==> config.mk <==
export PLATFORM = sky130hd
export DESIGN_NAME = lbcs_sequencer
export DESIGN_NICKNAME = d
export VERILOG_FILES = /design/src/lbcs_pkg.sv /design/src/lbcs_sequencer.sv
export VERILOG_INCLUDE_DIRS = /design/src
export SDC_FILE = /design/constraint.sdc
export NUM_CORES = 1
export LEC_CHECK = 0
export ABC_AREA = 0
export BUFFER_PORTS_ARGS = -buffer_cell sky130_fd_sc_hd__clkbuf_2
export CAP_MARGIN = 20
export CORE_MARGIN = 5
export CORE_UTILIZATION = 30
export DETAILED_ROUTE_END_ITERATION = 7
export PLACE_DENSITY = 0.61
export SLEW_MARGIN = 10
export SYNTH_ARGS = -nofsm -noshare
export SYNTH_HDL_FRONTEND = slang
export SYNTH_SLANG_ARGS = --single-unit
==> constraint.sdc <==
create_clock -name CLK -period 3.1 [get_ports CLK]
set_input_delay 0.62 -clock CLK [delete_from_list [all_inputs] [get_ports CLK]]
set_output_delay 0.62 -clock CLK [all_outputs]
set_load 0.02 [all_outputs]
==> src/lbcs_defs.svh <==
`ifndef LBCS_DEFS_SVH
`define LBCS_DEFS_SVH

// Timing base
`define LBCS_CLK_HZ       25000000
`define LBCS_CLK_NS       40
`define LBCS_OSC_HZ       1200000
`define LBCS_OSC_PER_100K 12
`define LBCS_SS_STEPS     8
`define LBCS_SS_STEP_NS   213000
`define LBCS_EN_OFF_NS    1000000
`define LBCS_OL_NS        1500
`define LBCS_MIN_ON_NS    65
`define LBCS_DMAX_PCT     93
`define LBCS_TICK_ROUND   9999
`define LBCS_TICK_DIV     10000

// Register byte addresses
`define LBCS_ADDR_CTRL    5'h00
`define LBCS_ADDR_STATUS  5'h04
`define LBCS_ADDR_INT_ST  5'h08
`define LBCS_ADDR_INT_CLR 5'h0c
`define LBCS_ADDR_INT_EN  5'h10

// Field layout
`define LBCS_CTRL_RUN     0
`define LBCS_CTRL_RESET   1'h1
`define LBCS_ST_STATE_LO  0
`define LBCS_ST_STEP_LO   2
`define LBCS_ST_OVP       5
`define LBCS_ST_THERM     6
`define LBCS_ST_GATE      7
`define LBCS_ST_ISO       8
`define LBCS_EV_W         6
`define LBCS_EV_SS_DONE   0
`define LBCS_EV_OL        1
`define LBCS_EV_OVP       2
`define LBCS_EV_THERM     3
`define LBCS_EV_LOCKOUT   4
`define LBCS_EV_SHUTDOWN  5

// Synchronised input positions
`define LBCS_IN_W         9
`define LBCS_IN_EN        0
`define LBCS_IN_DIM       1
`define LBCS_IN_PEAK      2
`define LBCS_IN_LOCK      3
`define LBCS_IN_OL        4
`define LBCS_IN_OVP       5
`define LBCS_IN_OVP_REL   6
`define LBCS_IN_THERM     7
`define LBCS_IN_THERM_OK  8

`endif

==> src/lbcs_pkg.sv <==
package lbcs_pkg;

	typedef enum logic [1:0] {
		LBCS_SHUTDOWN = 2'b00,
		LBCS_SOFT     = 2'b01,
		LBCS_RUN      = 2'b10,
		LBCS_LATCHED  = 2'b11
	} lbcs_state_t;

endpackage

==> src/lbcs_sequencer.sv <==
// Overview of operation
// - Power switch turns on at the start of every fixed 1.2 MHz cycle.
// - Peak current comparator ends the on time; switch stays off until next cycle.
// - Isolation switch follows the dimming input within one microsecond.
// - Isolation switch stays open while dimming input is low.
// - Enable high starts isolation switch and power switching.
// - Current limit ramps to full in eight steps of 213 us each.
// - Enable low for 1 ms stops switching, opens isolation, enters shutdown.
// - Supply lockout keeps both switches off.
// - Overload held 1.5 us latches off until fault gone and enable toggled.
// - Overload detector ignored until the soft-start ramp completes.
// - Overvoltage stops power switch and opens isolation in the same cycle.
// - After overvoltage, switching resumes only once output falls 0.6 V lower.
// - Over-temperature turns both switches off until temperature falls by hysteresis.
// - Each power switch on pulse lasts at least 65 ns unless a fault cuts it short.
`timescale 1ns/100ps
`include "lbcs_defs.svh"

module lbcs_sequencer
	import lbcs_pkg::*;
#(
	parameter int unsigned SS_STEP_TICKS =
		(`LBCS_SS_STEP_NS * `LBCS_OSC_PER_100K + `LBCS_TICK_ROUND) / `LBCS_TICK_DIV,
	parameter int unsigned EN_OFF_TICKS =
		(`LBCS_EN_OFF_NS * `LBCS_OSC_PER_100K + `LBCS_TICK_ROUND) / `LBCS_TICK_DIV,
	parameter int unsigned OL_TICKS =
		(`LBCS_OL_NS * `LBCS_OSC_PER_100K + `LBCS_TICK_ROUND) / `LBCS_TICK_DIV
) (
	input  wire logic        CLK,
	input  wire logic        RST,
	input  wire logic        EN,
	input  wire logic        DIM,
	input  wire logic        PEAK_CMP,
	input  wire logic        SUPPLY_LOCKOUT,
	input  wire logic        OVERLOAD_TRIP,
	input  wire logic        OVP_TRIP,
	input  wire logic        OVP_RELEASE,
	input  wire logic        THERM_TRIP,
	input  wire logic        THERM_OK,
	output logic             GATE,
	output logic             ISO,
	output logic [2:0]       ILIM_STEP,
	output logic             IRQ,
	input  wire logic        WB_CYC_I,
	input  wire logic        WB_STB_I,
	input  wire logic        WB_WE_I,
	input  wire logic [31:0] WB_ADR_I,
	input  wire logic [31:0] WB_DAT_I,
	input  wire logic [3:0]  WB_SEL_I,
	output logic [31:0]      WB_DAT_O,
	output logic             WB_ACK_O
);

	localparam int unsigned OSC_DIV  = `LBCS_CLK_HZ / `LBCS_OSC_HZ;
	localparam int unsigned DMAX_CYC = OSC_DIV * `LBCS_DMAX_PCT / 100;
	localparam int unsigned MIN_ON   = (`LBCS_MIN_ON_NS + `LBCS_CLK_NS - 1) / `LBCS_CLK_NS;
	localparam int unsigned LAST_STEP = `LBCS_SS_STEPS - 1;

	// Input synchronisers
	// Only the second stage feeds logic, so a metastable first stage never spreads
	logic [`LBCS_IN_W-1:0] sync_a;
	logic [`LBCS_IN_W-1:0] sync_b;
	wire  [`LBCS_IN_W-1:0] raw_in = {THERM_OK, THERM_TRIP, OVP_RELEASE, OVP_TRIP,
		OVERLOAD_TRIP, SUPPLY_LOCKOUT, PEAK_CMP, DIM, EN};

	genvar gi;
	generate
		for (gi = 0; gi < `LBCS_IN_W; gi++) begin : g_sync
			always_ff @(posedge CLK) begin
				if (RST) begin
					sync_a[gi] <= 1'b0;
					sync_b[gi] <= 1'b0;
				end else begin
					sync_a[gi] <= raw_in[gi];
					sync_b[gi] <= sync_a[gi];
				end
			end
		end
	endgenerate

	wire en_s       = sync_b[`LBCS_IN_EN];
	wire dim_s      = sync_b[`LBCS_IN_DIM];
	wire peak_s     = sync_b[`LBCS_IN_PEAK];
	wire lock_s     = sync_b[`LBCS_IN_LOCK];
	wire ol_s       = sync_b[`LBCS_IN_OL];
	wire ovp_s      = sync_b[`LBCS_IN_OVP];
	wire ovp_rel_s  = sync_b[`LBCS_IN_OVP_REL];
	wire therm_s    = sync_b[`LBCS_IN_THERM];
	wire therm_ok_s = sync_b[`LBCS_IN_THERM_OK];

	// Oscillator: one-cycle tick at the start of each switching period
	logic [4:0] osc_cnt;
	wire        osc_tick = (osc_cnt == 5'(OSC_DIV - 1));

	always_ff @(posedge CLK) begin
		if (RST)
			osc_cnt <= 5'h00;
		else
			osc_cnt <= osc_tick ? 5'h00 : osc_cnt + 5'h01;
	end

	// Software control and fault holds
	logic        ctrl_run;
	logic        ovp_hold;
	logic        therm_hold;
	lbcs_state_t state;
	lbcs_state_t next_state;
	logic [2:0]  step;
	logic [11:0] step_cnt;
	logic [11:0] en_low_cnt;
	logic [11:0] ol_cnt;
	logic        en_seen_low;
	logic [4:0]  on_cnt;

	// Hysteresis: hold until the release comparator reports the lower level
	always_ff @(posedge CLK) begin
		if (RST) begin
			ovp_hold   <= 1'b0;
			therm_hold <= 1'b0;
		end else begin
			ovp_hold   <= ovp_s | (ovp_hold & ~ovp_rel_s);
			therm_hold <= therm_s | (therm_hold & ~therm_ok_s);
		end
	end

	wire block    = lock_s | ovp_s | ovp_hold | therm_s | therm_hold;
	wire ss_last  = (step == 3'(LAST_STEP)) && (step_cnt == 12'(SS_STEP_TICKS - 1));
	wire en_off   = !en_s && (en_low_cnt == 12'(EN_OFF_TICKS - 1)) && osc_tick;
	wire ol_fire  = (state == LBCS_RUN) && ol_s && osc_tick
		&& (ol_cnt == 12'(OL_TICKS - 1));
	wire start_ok = en_s && ctrl_run && !lock_s;

	always_comb begin
		next_state = state;
		case (state)
			LBCS_SHUTDOWN: begin
				if (start_ok)
					next_state = LBCS_SOFT;
			end
			LBCS_SOFT: begin
				if (lock_s || en_off || !ctrl_run)
					next_state = LBCS_SHUTDOWN;
				else if (osc_tick && ss_last)
					next_state = LBCS_RUN;
			end
			LBCS_RUN: begin
				if (lock_s || en_off || !ctrl_run)
					next_state = LBCS_SHUTDOWN;
				else if (ol_fire)
					next_state = LBCS_LATCHED;
			end
			LBCS_LATCHED: begin
				// Only a low then high enable with the overload gone unlatches
				if (en_seen_low && en_s && !ol_s)
					next_state = LBCS_SHUTDOWN;
			end
			default: next_state = LBCS_SHUTDOWN;
		endcase
	end

	always_ff @(posedge CLK) begin
		if (RST)
			state <= LBCS_SHUTDOWN;
		else
			state <= next_state;
	end

	// Soft-start ramp, counted in oscillator ticks
	always_ff @(posedge CLK) begin
		if (RST) begin
			step     <= 3'h0;
			step_cnt <= 12'h000;
		end else if (state != LBCS_SOFT) begin
			// Run keeps the full limit; every other state restarts the ramp
			step     <= (state == LBCS_RUN) ? 3'(LAST_STEP) : 3'h0;
			step_cnt <= 12'h000;
		end else if (osc_tick) begin
			if (step_cnt == 12'(SS_STEP_TICKS - 1)) begin
				step_cnt <= 12'h000;
				if (step != 3'(LAST_STEP))
					step <= step + 3'h1;
			end else begin
				step_cnt <= step_cnt + 12'h001;
			end
		end
	end

	// Enable-low timer and overload deglitch
	always_ff @(posedge CLK) begin
		if (RST || en_s)
			en_low_cnt <= 12'h000;
		else if (osc_tick && en_low_cnt != 12'(EN_OFF_TICKS - 1))
			en_low_cnt <= en_low_cnt + 12'h001;
	end

	always_ff @(posedge CLK) begin
		if (RST || !ol_s || state != LBCS_RUN)
			ol_cnt <= 12'h000;
		else if (osc_tick && ol_cnt != 12'(OL_TICKS - 1))
			ol_cnt <= ol_cnt + 12'h001;
	end

	always_ff @(posedge CLK) begin
		if (RST || state != LBCS_LATCHED)
			en_seen_low <= 1'b0;
		else if (!en_s)
			en_seen_low <= 1'b1;
	end

	// Power switch gate: on at tick, off at peak after the minimum width
	// A fault cuts an on pulse short: protection outranks the minimum width
	wire gate_ok   = (next_state == LBCS_SOFT || next_state == LBCS_RUN) && !block;
	wire min_done  = on_cnt >= 5'(MIN_ON);
	wire dmax_end  = osc_cnt == 5'(DMAX_CYC - 1);
	wire next_gate = !gate_ok ? 1'b0 :
		osc_tick ? 1'b1 :
		(GATE && ((peak_s && min_done) || dmax_end)) ? 1'b0 :
		GATE;
	wire next_iso  = gate_ok && dim_s;

	always_ff @(posedge CLK) begin
		if (RST) begin
			GATE   <= 1'b0;
			ISO    <= 1'b0;
			on_cnt <= 5'h00;
		end else begin
			GATE   <= next_gate;
			ISO    <= next_iso;
			on_cnt <= next_gate ? on_cnt + 5'h01 : 5'h00;
		end
	end

	assign ILIM_STEP = step;

	// Events and interrupt
	logic [`LBCS_EV_W-1:0] int_st;
	logic [`LBCS_EV_W-1:0] int_en;
	logic                  sync_b_lock_q;
	wire  [`LBCS_EV_W-1:0] events = {
		(state != LBCS_SHUTDOWN) && (next_state == LBCS_SHUTDOWN),
		lock_s && !sync_b_lock_q,
		therm_s && !therm_hold,
		ovp_s && !ovp_hold,
		ol_fire,
		(state == LBCS_SOFT) && (next_state == LBCS_RUN)};

	always_ff @(posedge CLK) begin
		if (RST)
			sync_b_lock_q <= 1'b0;
		else
			sync_b_lock_q <= lock_s;
	end

	// Wishbone slave, one wait state
	wire        wb_req   = WB_CYC_I && WB_STB_I && !WB_ACK_O;
	wire [4:0]  wb_addr  = {WB_ADR_I[4:2], 2'b00};
	wire        wr_lane  = wb_req && WB_WE_I && WB_SEL_I[0];
	wire        wr_ctrl  = wr_lane && (wb_addr == `LBCS_ADDR_CTRL);
	wire        wr_clr   = wr_lane && (wb_addr == `LBCS_ADDR_INT_CLR);
	wire        wr_en    = wr_lane && (wb_addr == `LBCS_ADDR_INT_EN);
	wire [`LBCS_EV_W-1:0] clr_mask = wr_clr ? WB_DAT_I[`LBCS_EV_W-1:0] : '0;
	wire [31:0] status_w = 32'({ISO, GATE, therm_hold, ovp_hold, step, state});
	wire [31:0] rd_mux   =
		(wb_addr == `LBCS_ADDR_CTRL)   ? 32'(ctrl_run) :
		(wb_addr == `LBCS_ADDR_STATUS) ? status_w :
		(wb_addr == `LBCS_ADDR_INT_ST) ? 32'(int_st) :
		(wb_addr == `LBCS_ADDR_INT_EN) ? 32'(int_en) : 32'h0000_0000;

	always_ff @(posedge CLK) begin
		if (RST) begin
			WB_ACK_O <= 1'b0;
			WB_DAT_O <= 32'h0000_0000;
		end else begin
			WB_ACK_O <= wb_req;
			WB_DAT_O <= (wb_req && !WB_WE_I) ? rd_mux : 32'h0000_0000;
		end
	end

	// Set wins over a clear in the same cycle
	always_ff @(posedge CLK) begin
		if (RST) begin
			ctrl_run <= `LBCS_CTRL_RESET;
			int_en   <= '0;
			int_st   <= '0;
		end else begin
			if (wr_ctrl)
				ctrl_run <= WB_DAT_I[`LBCS_CTRL_RUN];
			if (wr_en)
				int_en <= WB_DAT_I[`LBCS_EV_W-1:0];
			int_st <= (int_st & ~clr_mask) | events;
		end
	end

	assign IRQ = |(int_st & int_en);
endmodule

; Word-level counts from Yosys, hierarchy flattened
; Index checks and enable logic that the tools add are counted.
[word_totals]
ff_bits = 121
latchBits = 0
ram_bits = 0
romBits = 0
inputBits = 82
elab_cells = 166
n_memories = 0
[op_classes]
addsub = 6
n_mul = 0
n_div = 0
n_lt_le_gt_ge = 1
n_eq_ne = 21
shift = 0
n_mux = 21
bitwise = 16
n_reduce_logical = 63
[op_table]
columns = operator, n
row1 = $add 12x1->12 const B, 3
row2 = $logic_and 1x1->1, 30
row3 = $mux 6, 3
row4 = $mux 3, 5
row5 = $and 6x6->6, 2
row6 = $eq 12x1->1 const B, 1
row7 = $eq 12x11->1 const B, 1
row8 = $eq 12x8->1 const B, 1
row9 = $mux 12, 1
row10 = $mux 2, 6
row11 = $ne 12x1->1 const B, 1
row12 = $ne 12x11->1 const B, 1
row13 = $add 5x1->5 const B, 2
row14 = $eq 5x5->1 const B, 2
row15 = $logic_not 1->1, 10
row16 = $mux 9, 1
row17 = $logic_or 1x1->1, 8
row18 = $pmux 2 s4, 1
row19 = $reduce_bool 2->1, 4
row20 = $reduce_or 2->1, 4
row21 = $eq 2x2->1 const B, 3
row22 = $eq 3x2->1 const B, 2
row23 = $eq 3x3->1 const B, 2
row24 = $not 6->6, 1
row25 = 18 further kinds, 33

; Depth between registers and ports, before layout
; Gate-level depths: netlist (run 1).
[logic_depth]
depth_word = 13
mapped_depth = 10
ltp_nobuf = 10

; Worst setup path after synthesis (run 1)
; Ideal clock, no wire load.
[synth_path]
path_kind = register to register
start = register osc_cnt[0]
end = register on_cnt[2]
t_arrival_ns = 2.267
slack_ns = 0.755
path_stages_with_launch = 11
path_cell_list = dfxtp_1 > ha_1 > and4bb_1 > buf_6 > buf_2 > nand4_1 > a31o_2 > ha_1 > nor3b_1 > nand2_1 > nor3_1
[synth_via]
elab_chain_cells = 12
elab_cells_between_ends = 24
classes_between = eq/ne (4) / mux (8) / bitwise (1) / reduce/logical (11)
[synth_lines]
columns = item, line_no
row1 = "start, declared", lbcs_sequencer.sv:92  ; logic [4:0] osc_cnt;
row2 = "start signal, assigned", lbcs_sequencer.sv:99  ; osc_cnt <= osc_tick ? 5'h00 : osc_cnt + 5'h01;
row3 = $eq 5x5->1, lbcs_sequencer.sv:93  ; wire osc_tick = (osc_cnt == 5'(OSC_DIV - 1));
row4 = "$logic_and 1x1->1, on equally long branches", "lbcs_sequencer.sv:129, lbcs_sequencer.sv:128"
row5 = $logic_and 1x1->1 / $logic_or 1x1->1 (equally long branches), "lbcs_sequencer.sv:130, lbcs_sequencer.sv:141, lbcs_sequencer.sv:147"
row6 = $mux 2 / $logic_or 1x1->1 (equally long branches), "lbcs_sequencer.sv:149, lbcs_sequencer.sv:141, lbcs_sequencer.sv:147"
row7 = "$mux 2, on equally long branches", "lbcs_sequencer.sv:147, lbcs_sequencer.sv:141"
row8 = $pmux 2 s4, lbcs_sequencer.sv:135  ; case (state)
row9 = $eq 2x1->1 / $eq 2x2->1 (equally long branches), lbcs_sequencer.sv:212  ; wire gate_ok = (next_state == LBCS_SOFT || next_state == LBCS_RUN) && !block;
row10 = $logic_or 1x1->1, lbcs_sequencer.sv:212
row11 = $logic_and 1x1->1, lbcs_sequencer.sv:212
row12 = $mux 1 *, lbcs_sequencer.sv:215  ; wire next_gate = !gate_ok ? 1'b0 :
row13 = $not 1->1 (no source line) *, -
row14 = $reduce_or 2->1 (no source line) *, -
row15 = "end signal, assigned", lbcs_sequencer.sv:229  ; on_cnt <= next_gate ? on_cnt + 5'h01 : 5'h00;
row16 = "end, declared", lbcs_sequencer.sv:113  ; logic [4:0] on_cnt;
; Mark *: on every way between the ends. The rest lies on a longest branch, timed or not.
; A chain may end at the register's enable or synchronous reset.

; Worst setup path after layout (run 1)
[layout_path]
start = register osc_cnt[0]
end = register on_cnt[3]
; The elaborated chain is that of the path after synthesis.

==> results of run 1 <==
final cells by class:
type | instances | area [sq um]
Clock inverter | 6 | 93.84
Sequential cell | 98 | 1962
Tap cell | 184 | 230.2
Timing Repair Buffer | 44 | 232.7
Inverter | 17 | 63.81
Fill cell | 1495 | 9503
Multi-Input combinational cell | 358 | 2275
Clock buffer | 10 | 229.0
path summary, 6_finish.rpt:
path,from,end,slack [ns]
setup reg to reg,osc_cnt[0]$_SDFF_PP0_,on_cnt[3]$_SDFF_PP0_,0.26
setup / recovery,osc_cnt[0]$_SDFF_PP0_,on_cnt[3]$_SDFF_PP0_,0.26
hold / removal,sync_a[2]$_SDFF_PP0_,peak_s$_SDFF_PP0_,0.44
hold reg to reg,sync_a[2]$_SDFF_PP0_,peak_s$_SDFF_PP0_,0.44
sequential cells by signal (all words and copies together) (netlist names), 2 cells and up:
register	flops
osc_cnt	5
int_st	6
sync_a	9
ILIM_STEP	3
int_en	6
on_cnt	5
WB_DAT_O	9
step_cnt	12
en_low_cnt	12
state	2
ol_cnt	12
worst register-to-register path, delay by kind of cell (launching register included):
family | cells | cell delay, ns
AO/OA/AOI/OAI | 1 | 0.14
AND/OR/NAND/NOR | 6 | 1.69
adder cells (fa/ha/maj) | 2 | 0.54
flip-flops | 1 | 0.38
cells by family after synthesis:
group | Yosys count | share of synthesized area
buffers and inverters | 56 | 0.06951
adders and majority gates | 12 | 0.03363
AOI/OAI and AO/OA | 83 | 0.1149
and+or+nand+nor | 208 | 0.2764
DFF | 98 | 0.4395
muxes | 9 | 0.02018
other | 1 | 0.0008400
xor gates and xnor gates | 23 | 0.04512
cell usage in the layout, fill, tap and decap left out, types with 8 or more instances in the layout:
master,synthesis,routed
nand3_1,16,16
nor2b_1,25,25
mux2i_1,9,9
inv_1,17,17
clkbuf_2,0,39
nor2_1,38,38
nor3_1,14,14
a22oi_1,8,8
or3_1,11,11
conb_1,1,23
nand4_1,16,16
o21ai_0,21,21
dfxtp_1,98,98
xnor2_1,8,8
xor2_1,15,15
and2_1,14,14
a21oi_1,23,23
ha_1,12,12
clkbuf_16,0,9
nand2_1,21,21
where the power goes:
part           internal, uW  total, uW  leakage [uW]  switching [uW]
Combinational          39.3        118      0.000949            78.8
Sequential             1280       1290      0.000795            14.0
Clock                   716       1200      0.000154             487
Total                  2030       2610       0.00190             579
per-stage QoR:
| stage | power, uW | utilization | cell area, sq um |
|---|---|---|---|
| floorplan | 1424 | - | 4547 |
| global placement | 1436 | 0.3265 | 4763 |
| detailed placement | 1440 | 0.3265 | 4763 |
| CTS | 2642 | 0.3486 | 5086 |
| global route | 2713 | 0.3486 | 5086 |
| finish | 2613 | 0.3486 | 5086 |
per-layer routing:
layer,vias up,GRT usage
met5,-,0
met4,0,0.03943
met3,9,0.02977
met2,83,0.1698
met1,1615,0.1402
li1,1765,-
==> results.md, run 1 <==
* Root Driver: clkbuf_16
* Vias in the first global route at 3345
* Layout area overhead at 13.93%
* IO buf count at 39
* Status: completed
* # resized after CTS at 0
* M1 WL at 4.384 mm
* Worst Setup Start Kind: flip-flop
* Yosys warning count at 0
* Global-route usage over all layers at 0.1074
* Layout cells sized above 1 at 0.1332
* Hold_ws at 0.4386 ns
* Minimum clock period at 2.836 ns
* Post-synth EDFFs at 0
* Synth cell count leaders: dfxtp_1, nor2_1, nor2b_1
* Clock skew at 0.01166 ns
* Worst path slowest cell: and4bb_1
* Remaining DRCs at 0
* Via count at 3472
* Max Cap Viol at 0
* DIE AREA at 0.01742 sq mm
* Worst-margin pin slew at 0.5785 ns
* Detail Placement HPWL at 6.969 mm
* Instance count on the critical path at 9
* Setup slack after layout at 0.2635 ns
* Non-filler cells, final at 717
* Synth top area cells: dfxtp_1, buf_4, nor2b_1
* TritonCTS clock tree: built
* Crit end category: flip-flop
* CTS max path bufs at 2
* Crit Path Category: flip-flop to flip-flop
* Most used cell, CP: ha_1
* Setup violators final at 0
* Largest stage delay on the critical path at 0.40 ns
* Core box area at 0.01459 sq mm
* Top-count cell post-synth: dfxtp_1
* Die W at 132.0 microns
* Final nets at 622
* Synthesized area per cell at 9.111 sq um
* #FFs+latches synth at 98
* DR top layer: met4
* Inst Count DP at 701
* Final hold violation count at 0
* Worst-Skew Late Latency at 0.35 ns
* GRT Residual Overflow at 0
* CTS Hold Bufs at 0
* Crit-path cells: ha_1 -> and4bb_1 -> and4_4 -> a311oi_1 -> or2_1 -> ha_1 -> nor3b_1 -> nand2_1 -> nor3_1
* Dominant cell type by area after synthesis: dfxtp_1
* Diode count at 0
* Post-CTS Setup Repair Bufs at 0
* Final WL at 9.270 mm
* Setup_tns at 0 ns
* Register area share after synthesis at 0.4395
* H-tree depth at 3
* Final Max Tran Viols at 0
* Syn Std Cell Area at 0.004464 sq mm
* Met2 WL at 4.307 mm
* F_max at 0.3526 GHz
* Chip height at 132.0 microns
* WP data arrival at 3.10 ns
* Worst Hold Class: flip-flop to flip-flop
* Routed wire per std cell at 12.93 microns
* Place WS at 0.2741 ns
* DRT Pass-1 Iters at 4
* Critical Path RT at 3.36 ns
* Final Cycle Share at 0.9150
* PD cells at 513.8 mW/mm^2
* WP buf/inv at 0
* Synth Instances at 490
* RSZ-0062 raised after global routing: no
* Initial antenna violation count at 0
* GPL Wtd Cong at 0.8060
* Starting Density at 0.3060
* DR iter-0 viols at 154
* Row count at 44
* LEAKAGE at 0.001898 uW
* Ys flop type: dfxtp_1
* Reg2reg path depth at 9
* Asr flop ratio synth at 0
* Critical path fanouts, max at 7
* Max-slew headroom at 0.6144
* Ports at 121
* Synth unique cells at 56
* Synth top area share at 0.4395
* Hold depth at 1
* Drt via density at 4.842
* CP delay by family, top: simple AND/OR/NAND/NOR gates
* Maximum VDD drop at 0.0002293 V
* ANT nets after route at 0
* CTS sink cnt at 98
* WL met3 at 461 microns
* Reg clk slew, reported paths at 0.07 ns
* First-pass GRT wire length at 15.93 mm
* Total CTS buffers at 9
* Largest net degree at the start of global routing at 29
(Power assumes the default switching activity.)
==> inputs of run 2 (changes only) <==
==> constraint.sdc (replaced) <==
create_clock -name CLK -period 3.5 [get_ports CLK]
set_input_delay 0.175 -clock CLK [delete_from_list [all_inputs] [get_ports CLK]]
set_output_delay 0.175 -clock CLK [all_outputs]
set_load 0.02 [all_outputs]
==> run 2 against run 1 <==
Against the previous run:
- die area stayed put
- critical path depth stayed put
- sequential share of layout area hardly changed
- via count is 0.66% higher
- cell count stayed put
- combinational power is 10% lower
- sequential power is 11% lower
- worst setup slack better by 0.41 ns
- utilization hardly changed
- maximum frequency is 0.33% higher
- total power is 13% lower
==> results.md, run 2 (same netlist as run 1, synthesis figures left out) <==
* Starting Density at 0.3060 (unchanged)
* Worst-case hold path end point: sync_a[0]$_SDFF_PP0_ (was peak_s$_SDFF_PP0_)
* Seq pwr share at 0.505 (was 0.495)
* H-tree depth at 3 (unchanged)
* Drt via density at 4.874 (was 4.842)
* Critical path fanouts, max at 7 (unchanged)
* Ports at 121 (unchanged)
* CTS Hold Bufs at 0 (unchanged)
* Final Max Tran Viols at 0 (unchanged)
* DRT Pass-1 Iters at 4 (unchanged)
* Die W at 132.0 microns (unchanged)
* Initial antenna violation count at 0 (unchanged)
* Clk pwr share at 0.449 (was 0.460)
* Via count at 3495 (was 3472)
* Hold depth at 2 (was 1)
* Layout cells sized above 1 at 0.1332 (unchanged)
* Minimum clock period at 2.827 ns (was 2.836 ns)
* GPL Wtd Cong at 0.8295 (was 0.8060)
* Diode count at 0 (unchanged)
* Setup violators final at 0 (unchanged)
* Row count at 44 (unchanged)
* Crit Path Category: flip-flop to flip-flop (unchanged)
* Worst Hold Class: input port to flip-flop (was flip-flop to flip-flop)
* Vias in the first global route at 3345 (unchanged)
* Layout area overhead at 13.79% (was 13.93%)
* IO buf count at 39 (unchanged)
* Reg2reg setup slack at 0.67 ns (was 0.26 ns)
* Global-route usage over all layers at 0.1068 (was 0.1074)
* DIE AREA at 0.01742 sq mm (unchanged)
* Crit end category: flip-flop (unchanged)
* First-pass GRT wire length at 15.63 mm (was 15.93 mm)
* Core box area at 0.01459 sq mm (unchanged)
* Psw at 488.0 uW (was 579.3 uW)
* Critical Path RT at 3.76 ns (was 3.36 ns)
* Most common cell after layout, fill and taps aside: dfxtp_1 (unchanged)
* Final nets at 622 (unchanged)
* Worst Setup Start Kind: flip-flop (unchanged)
* Detail Placement HPWL at 6.934 mm (was 6.969 mm)
* Maximum VDD drop at 0.0002416 V (was 0.0002293 V)
* Routed wire per std cell at 13.14 microns (was 12.93 microns)
* Post-CTS Setup Repair Bufs at 0 (unchanged)
* Combinational power share at 0.047 (was 0.045)
* Clock skew at 0.005962 ns (was 0.01166 ns)
* Post-layout util at 0.3482 (was 0.3486)
* CTS sink cnt at 98 (unchanged)
* # resized after CTS at 0 (unchanged)
* Hold path startpoint: EN (was sync_a[2]$_SDFF_PP0_)
* Max Cap Viol at 0 (unchanged)
* Final WL at 9.420 mm (was 9.270 mm)
* Max-slew headroom at 0.6004 (was 0.6144)
* CTS max path bufs at 2 (unchanged)
* Root Driver: clkbuf_16 (unchanged)
* WP data arrival at 3.09 ns (was 3.10 ns)
* Most frequent cells in the layout: dfxtp_1, clkbuf_2, nor2_1 (unchanged)
* Final hold violation count at 0 (unchanged)
* TritonCTS clock tree: built (unchanged)
* Final Cycle Share at 0.8077 (was 0.9150)
* Internal power at 1782 uW (was 2034 uW)
* Reg2reg path depth at 9 (unchanged)
* Largest net degree at the start of global routing at 25 (was 29)
* Total CTS buffers at 9 (unchanged)
* DR iter-0 viols at 169 (was 154)
* PD cells at 446.8 mW/mm^2 (was 513.8 mW/mm^2)
* ANT nets after route at 0 (unchanged)
* Setup_tns at 0 ns (unchanged)
* R2R Path End: on_cnt[4]$_SDFF_PP0_ (was on_cnt[3]$_SDFF_PP0_)
* Worst-margin pin slew at 0.5969 ns (was 0.5785 ns)
* LEAKAGE at 0.001896 uW (was 0.001898 uW)
* Reg clk slew, reported paths at 0.06 ns (was 0.07 ns)
* Worst-Skew Late Latency at 0.34 ns (was 0.35 ns)
* GRT Residual Overflow at 0 (unchanged)
* Remaining DRCs at 0 (unchanged)
* Chip height at 132.0 microns (unchanged)
* RSZ-0062 raised after global routing: no (unchanged)
* F_max at 0.3537 GHz (was 0.3526 GHz)
* R2r startpoint: osc_cnt[0]$_SDFF_PP0_ (unchanged)
* Status: completed (unchanged)
* Net Sw Frac at 0.2150 (was 0.2217)
* Biggest regs: en_low_cnt x12, ol_cnt x12, step_cnt x12 (unchanged)
## run 2: per-stage QoR
stage	setup WS (ns)	hold slack, ns	instances	area, sq um	power [uW]
finish	0.6730	0.04230	717	5080	2270
global route	0.4271	0.03423	717	5080	2368
CTS	0.6741	0.02702	717	5080	2306
detailed placement	0.7127	0.3935	701	4763	1276
global placement	0.7509	0.3826	701	4763	1272
floorplan	1.155	0.3032	512	4547	1261
## run 2: how the worst max path moves through the flow
stage / endpoint / cells past startpoint / slack [ns] / from
2_1_floorplan: on_cnt[2]$_SDFF_PP0_ / 10 / 1.16 / osc_cnt[0]$_SDFF_PP0_
3_3_place_gp: on_cnt[4]$_SDFF_PP0_ / 9 / 0.75 / osc_cnt[0]$_SDFF_PP0_
3_5_place_dp: on_cnt[2]$_SDFF_PP0_ / 9 / 0.71 / osc_cnt[0]$_SDFF_PP0_
4_1_cts: on_cnt[2]$_SDFF_PP0_ / 9 / 0.67 / osc_cnt[0]$_SDFF_PP0_
5_1_grt: on_cnt[3]$_SDFF_PP0_ / 9 / 0.43 / osc_cnt[0]$_SDFF_PP0_
6_report: on_cnt[4]$_SDFF_PP0_ / 9 / 0.67 / osc_cnt[0]$_SDFF_PP0_
## run 2: metal layers
metal | wire, microns | GRT usage | up-vias | share of wire
li1 | - | - | 1765 | -
met1 | 4331 | 0.1327 | 1643 | 0.46
met2 | 4552 | 0.1743 | 76 | 0.48
met3 | 387 | 0.03053 | 11 | 0.041
met4 | 147 | 0.04229 | 0 | 0.016
met5 | 0 | 0 | - | 0
## run 2: power groups by stage
stage	Sequential, uW	Combinational [uW]	Clock, uW
after detailed placement	1170	106	0
after global placement	1170	103	0
after global routing	1150	118	1100
after CTS	1140	106	1050
after floorplan	1170	94.2	0
final	1150	106	1020
## run 2: final cells by class
cell class	count	area, sq um
well taps	184	230.2
clock buffers	13	270.3
flip-flops and latches	98	1962
clock inverters	3	46.29
repair buffers	44	232.7
inverters	17	63.81
multi-input cells	358	2275
fillers	1502	9509
## run 2: critical path: stages, from the launching register on
cell and delay [ns]:
dfxtp_1 0.38, ha_1 0.27, and4bb_1 0.41, and4_4 0.29
a311oi_1 0.14, or2_1 0.24, ha_1 0.29, nor3b_1 0.28
nand2_1 0.21, nor3_1 0.23
==> inputs of run 3 (changes only) <==
--- a/config.mk
+++ b/config.mk
@@ -12,7 +12,7 @@
 export CORE_MARGIN = 5
 export CORE_UTILIZATION = 30
 export DETAILED_ROUTE_END_ITERATION = 7
-export PLACE_DENSITY = 0.61
+export PLACE_DENSITY = 0.62
 export SLEW_MARGIN = 10
 export SYNTH_ARGS = -nofsm -noshare
 export SYNTH_HDL_FRONTEND = slang
==> constraint.sdc (replaced) <==
create_clock -name CLK -period 2.3 [get_ports CLK]
set_input_delay 0.115 -clock CLK [delete_from_list [all_inputs] [get_ports CLK]]
set_output_delay 0.115 -clock CLK [all_outputs]
set_load 0.02 [all_outputs]
==> run 3 against run 2 <==
Against the previous run:
- worst setup slack got worse by 0.66 ns
- wire length is 8.4% higher
- die area unchanged
- critical endpoint is now on_cnt[0]$_SDFF_PP0_
- largest power group unchanged
==> results.md, run 3 (same netlist as run 1, synthesis figures left out) <==
* Reg2reg setup slack at 0.02 ns (was 0.67 ns)
* IO buf count at 39 (unchanged)
* Die W at 132.0 microns (unchanged)
* LEAKAGE at 0.002186 uW (was 0.001896 uW)
* Clock skew at 0.009684 ns (was 0.005962 ns)
* R2r startpoint: step_cnt[8]$_SDFFE_PP0P_ (was osc_cnt[0]$_SDFF_PP0_)
* Diode count at 0 (unchanged)
* Worst Setup Start Kind: flip-flop (unchanged)
* CTS sink cnt at 98 (unchanged)
* GPL Wtd Cong at 0.8821 (was 0.8295)
* Most common cell after layout, fill and taps aside: dfxtp_1 (unchanged)
* Worst Hold Class: input port to flip-flop (unchanged)
* Max Cap Viol at 0 (unchanged)
* Core box area at 0.01459 sq mm (unchanged)
* Critical path fanouts, max at 6 (was 7)
* Worst Setup EP: on_cnt[0]$_SDFF_PP0_ (was on_cnt[4]$_SDFF_PP0_)
* Via count at 3718 (was 3495)
* Detail Placement HPWL at 7.582 mm (was 6.934 mm)
* Chip height at 132.0 microns (unchanged)
* Critical Path RT at 2.58 ns (was 3.76 ns)
* Setup violators final at 0 (unchanged)
* Total CTS buffers at 9 (unchanged)
* Vias in the first global route at 3667 (was 3345)
* First-pass GRT wire length at 17.67 mm (was 15.63 mm)
* Fill count at 1455 (was 1502)
* Reg clk slew, reported paths at 0.07 ns (was 0.06 ns)
* TritonCTS clock tree: built (unchanged)
* Drt via density at 4.829 (was 4.874)
* Crit Path Category: flip-flop to flip-flop (unchanged)
* Final Cycle Share at 0.9930 (was 0.8077)
* DRT Pass-1 Iters at 4 (unchanged)
* Worst-margin pin slew at 0.8356 ns (was 0.5969 ns)
* Final WL at 10.21 mm (was 9.420 mm)
* Remaining DRCs at 0 (unchanged)
* Global-route usage over all layers at 0.1201 (was 0.1068)
* Reg2reg path depth at 9 (unchanged)
* Hold_ws at 0.01360 ns (was 0.04230 ns)
* Root Driver: clkbuf_16 (unchanged)
* Worst-Skew Late Latency at 0.35 ns (was 0.34 ns)
* Final hold violation count at 0 (unchanged)
* DR iter-0 viols at 197 (was 169)
* ANT nets after route at 0 (unchanged)
* Initial antenna violation count at 0 (unchanged)
* Max-slew headroom at 0.4403 (was 0.6004)
* H-tree depth at 3 (unchanged)
* R2R Path End: on_cnt[0]$_SDFF_PP0_ (was on_cnt[4]$_SDFF_PP0_)
* PD cells at 619.0 mW/mm^2 (was 446.8 mW/mm^2)
* Starting Density at 0.3060 (unchanged)
* Ports at 121 (unchanged)
* RSZ-0062 raised after global routing: yes (was no)
* Layout area overhead at 25.11% (was 13.79%)
* Layout cells sized above 1 at 0.2321 (was 0.1332)
* Total power at 3457 uW (was 2270 uW)
* Crit end category: flip-flop (unchanged)
* Final Max Tran Viols at 0 (unchanged)
* Post-layout util at 0.3828 (was 0.3482)
* Hold depth at 2 (unchanged)
* Minimum clock period at 2.284 ns (was 2.827 ns)
* Final nets at 675 (was 622)
* Status: completed (unchanged)
* Place WS at -0.2588 ns (was 0.7127 ns)
* GRT Residual Overflow at 0 (unchanged)
* Routed wire per std cell at 13.26 microns (was 13.14 microns)
* DIE AREA at 0.01742 sq mm (unchanged)
* Row count at 44 (unchanged)
* CTS max path bufs at 2 (unchanged)
* Maximum VDD drop at 0.0004845 V (was 0.0002416 V)
* Biggest regs: en_low_cnt x12, ol_cnt x12, step_cnt x12 (unchanged)
* F_max at 0.4379 GHz (was 0.3537 GHz)
* WP data arrival at 2.56 ns (was 3.09 ns)
* CP startpoint: step_cnt[8]$_SDFFE_PP0P_ (was osc_cnt[0]$_SDFF_PP0_)
* Setup slack after layout at 0.01613 ns (was 0.6730 ns)
* Most frequent cells in the layout: dfxtp_1, buf_4, clkbuf_2 (was dfxtp_1, clkbuf_2, nor2_1)
* Largest net degree at the start of global routing at 18 (was 25)
[run 3: changes by cell type in the layout (fill, tap and decap cells not counted), moves of 2 or more]
cell,before,now
dfxtp_2,0,6
nor4_1,3,1
nor3_1,14,9
ha_1,12,10
nor3_2,0,4
clkbuf_8,3,0
dfxtp_1,98,92
buf_4,5,50
dlygate4sd3_1,0,8
[run 3: what timing repair did]
item                                    in CTS  in global routing
resized for setup                           11                 14
gates cloned                                 0                  0
hold endpoints to repair                     8                  0
endpoints found under the setup margin       6                  6
setup buffers                                1                  0
pin swaps                                    5                  1
hold buffers                                 8                  0
[run 3: through the flow]
step / area, sq um / TNS, ns / std cells
final: 5585 / 0 / 770
after global routing: 5585 / -0.5454 / 770
after CTS: 5528 / 0 / 770
after detailed placement: 5096 / -1.192 / 745
after global placement: 5096 / -0.4381 / 745
after floorplan: 4552 / 0 / 512
[run 3: cell type report]
type                       count  area, sq um  area share
multi-input combinational    358         2376      0.4254
sequential                    98         1969      0.3526
timing repair buffer          97        650.6      0.1165
clock buffer                  11        232.7     0.04167
tap                          184        230.2     0.04122
inverter                      17        63.81     0.01142
clock inverter                 5        62.56     0.01120
[run 3: critical path, cell delays in order, from the launching register on]
cell and delay, ns:
dfxtp_2 0.35, nor4_4 0.27, buf_4 0.16, and4_4 0.23, a311oi_2 0.11, or2_1 0.23
ha_1 0.28, nor3b_4 0.24, nand2_4 0.12, nor3_2 0.20
[run 3: worst min path at each step]
stage	startpoint	slack (ns)	to
2_1_floorplan	EN	0.24	sync_a[0]$_SDFF_PP0_
3_3_place_gp	OVP_RELEASE	0.33	sync_a[6]$_SDFF_PP0_
3_5_place_dp	OVP_RELEASE	0.33	sync_a[6]$_SDFF_PP0_
4_1_cts	OVERLOAD_TRIP	0.006	sync_a[4]$_SDFF_PP0_
5_1_grt	OVERLOAD_TRIP	0.01	sync_a[4]$_SDFF_PP0_
6_report	OVERLOAD_TRIP	0.01	sync_a[4]$_SDFF_PP0_
[run 3: routing by layer]
metal	vias to the layer above	track usage	wire length, microns
met4	0	0.03714	162
met1	1763	0.1524	4724
met2	74	0.1988	4882
met5	-	0	0
li1	1868	-	-
met3	13	0.03282	440
[run 3: power by group]
part | switching [uW] | internal [uW]
Clock | 670 | 850
Combinational | 117 | 77.5
Sequential | 18.2 | 1720
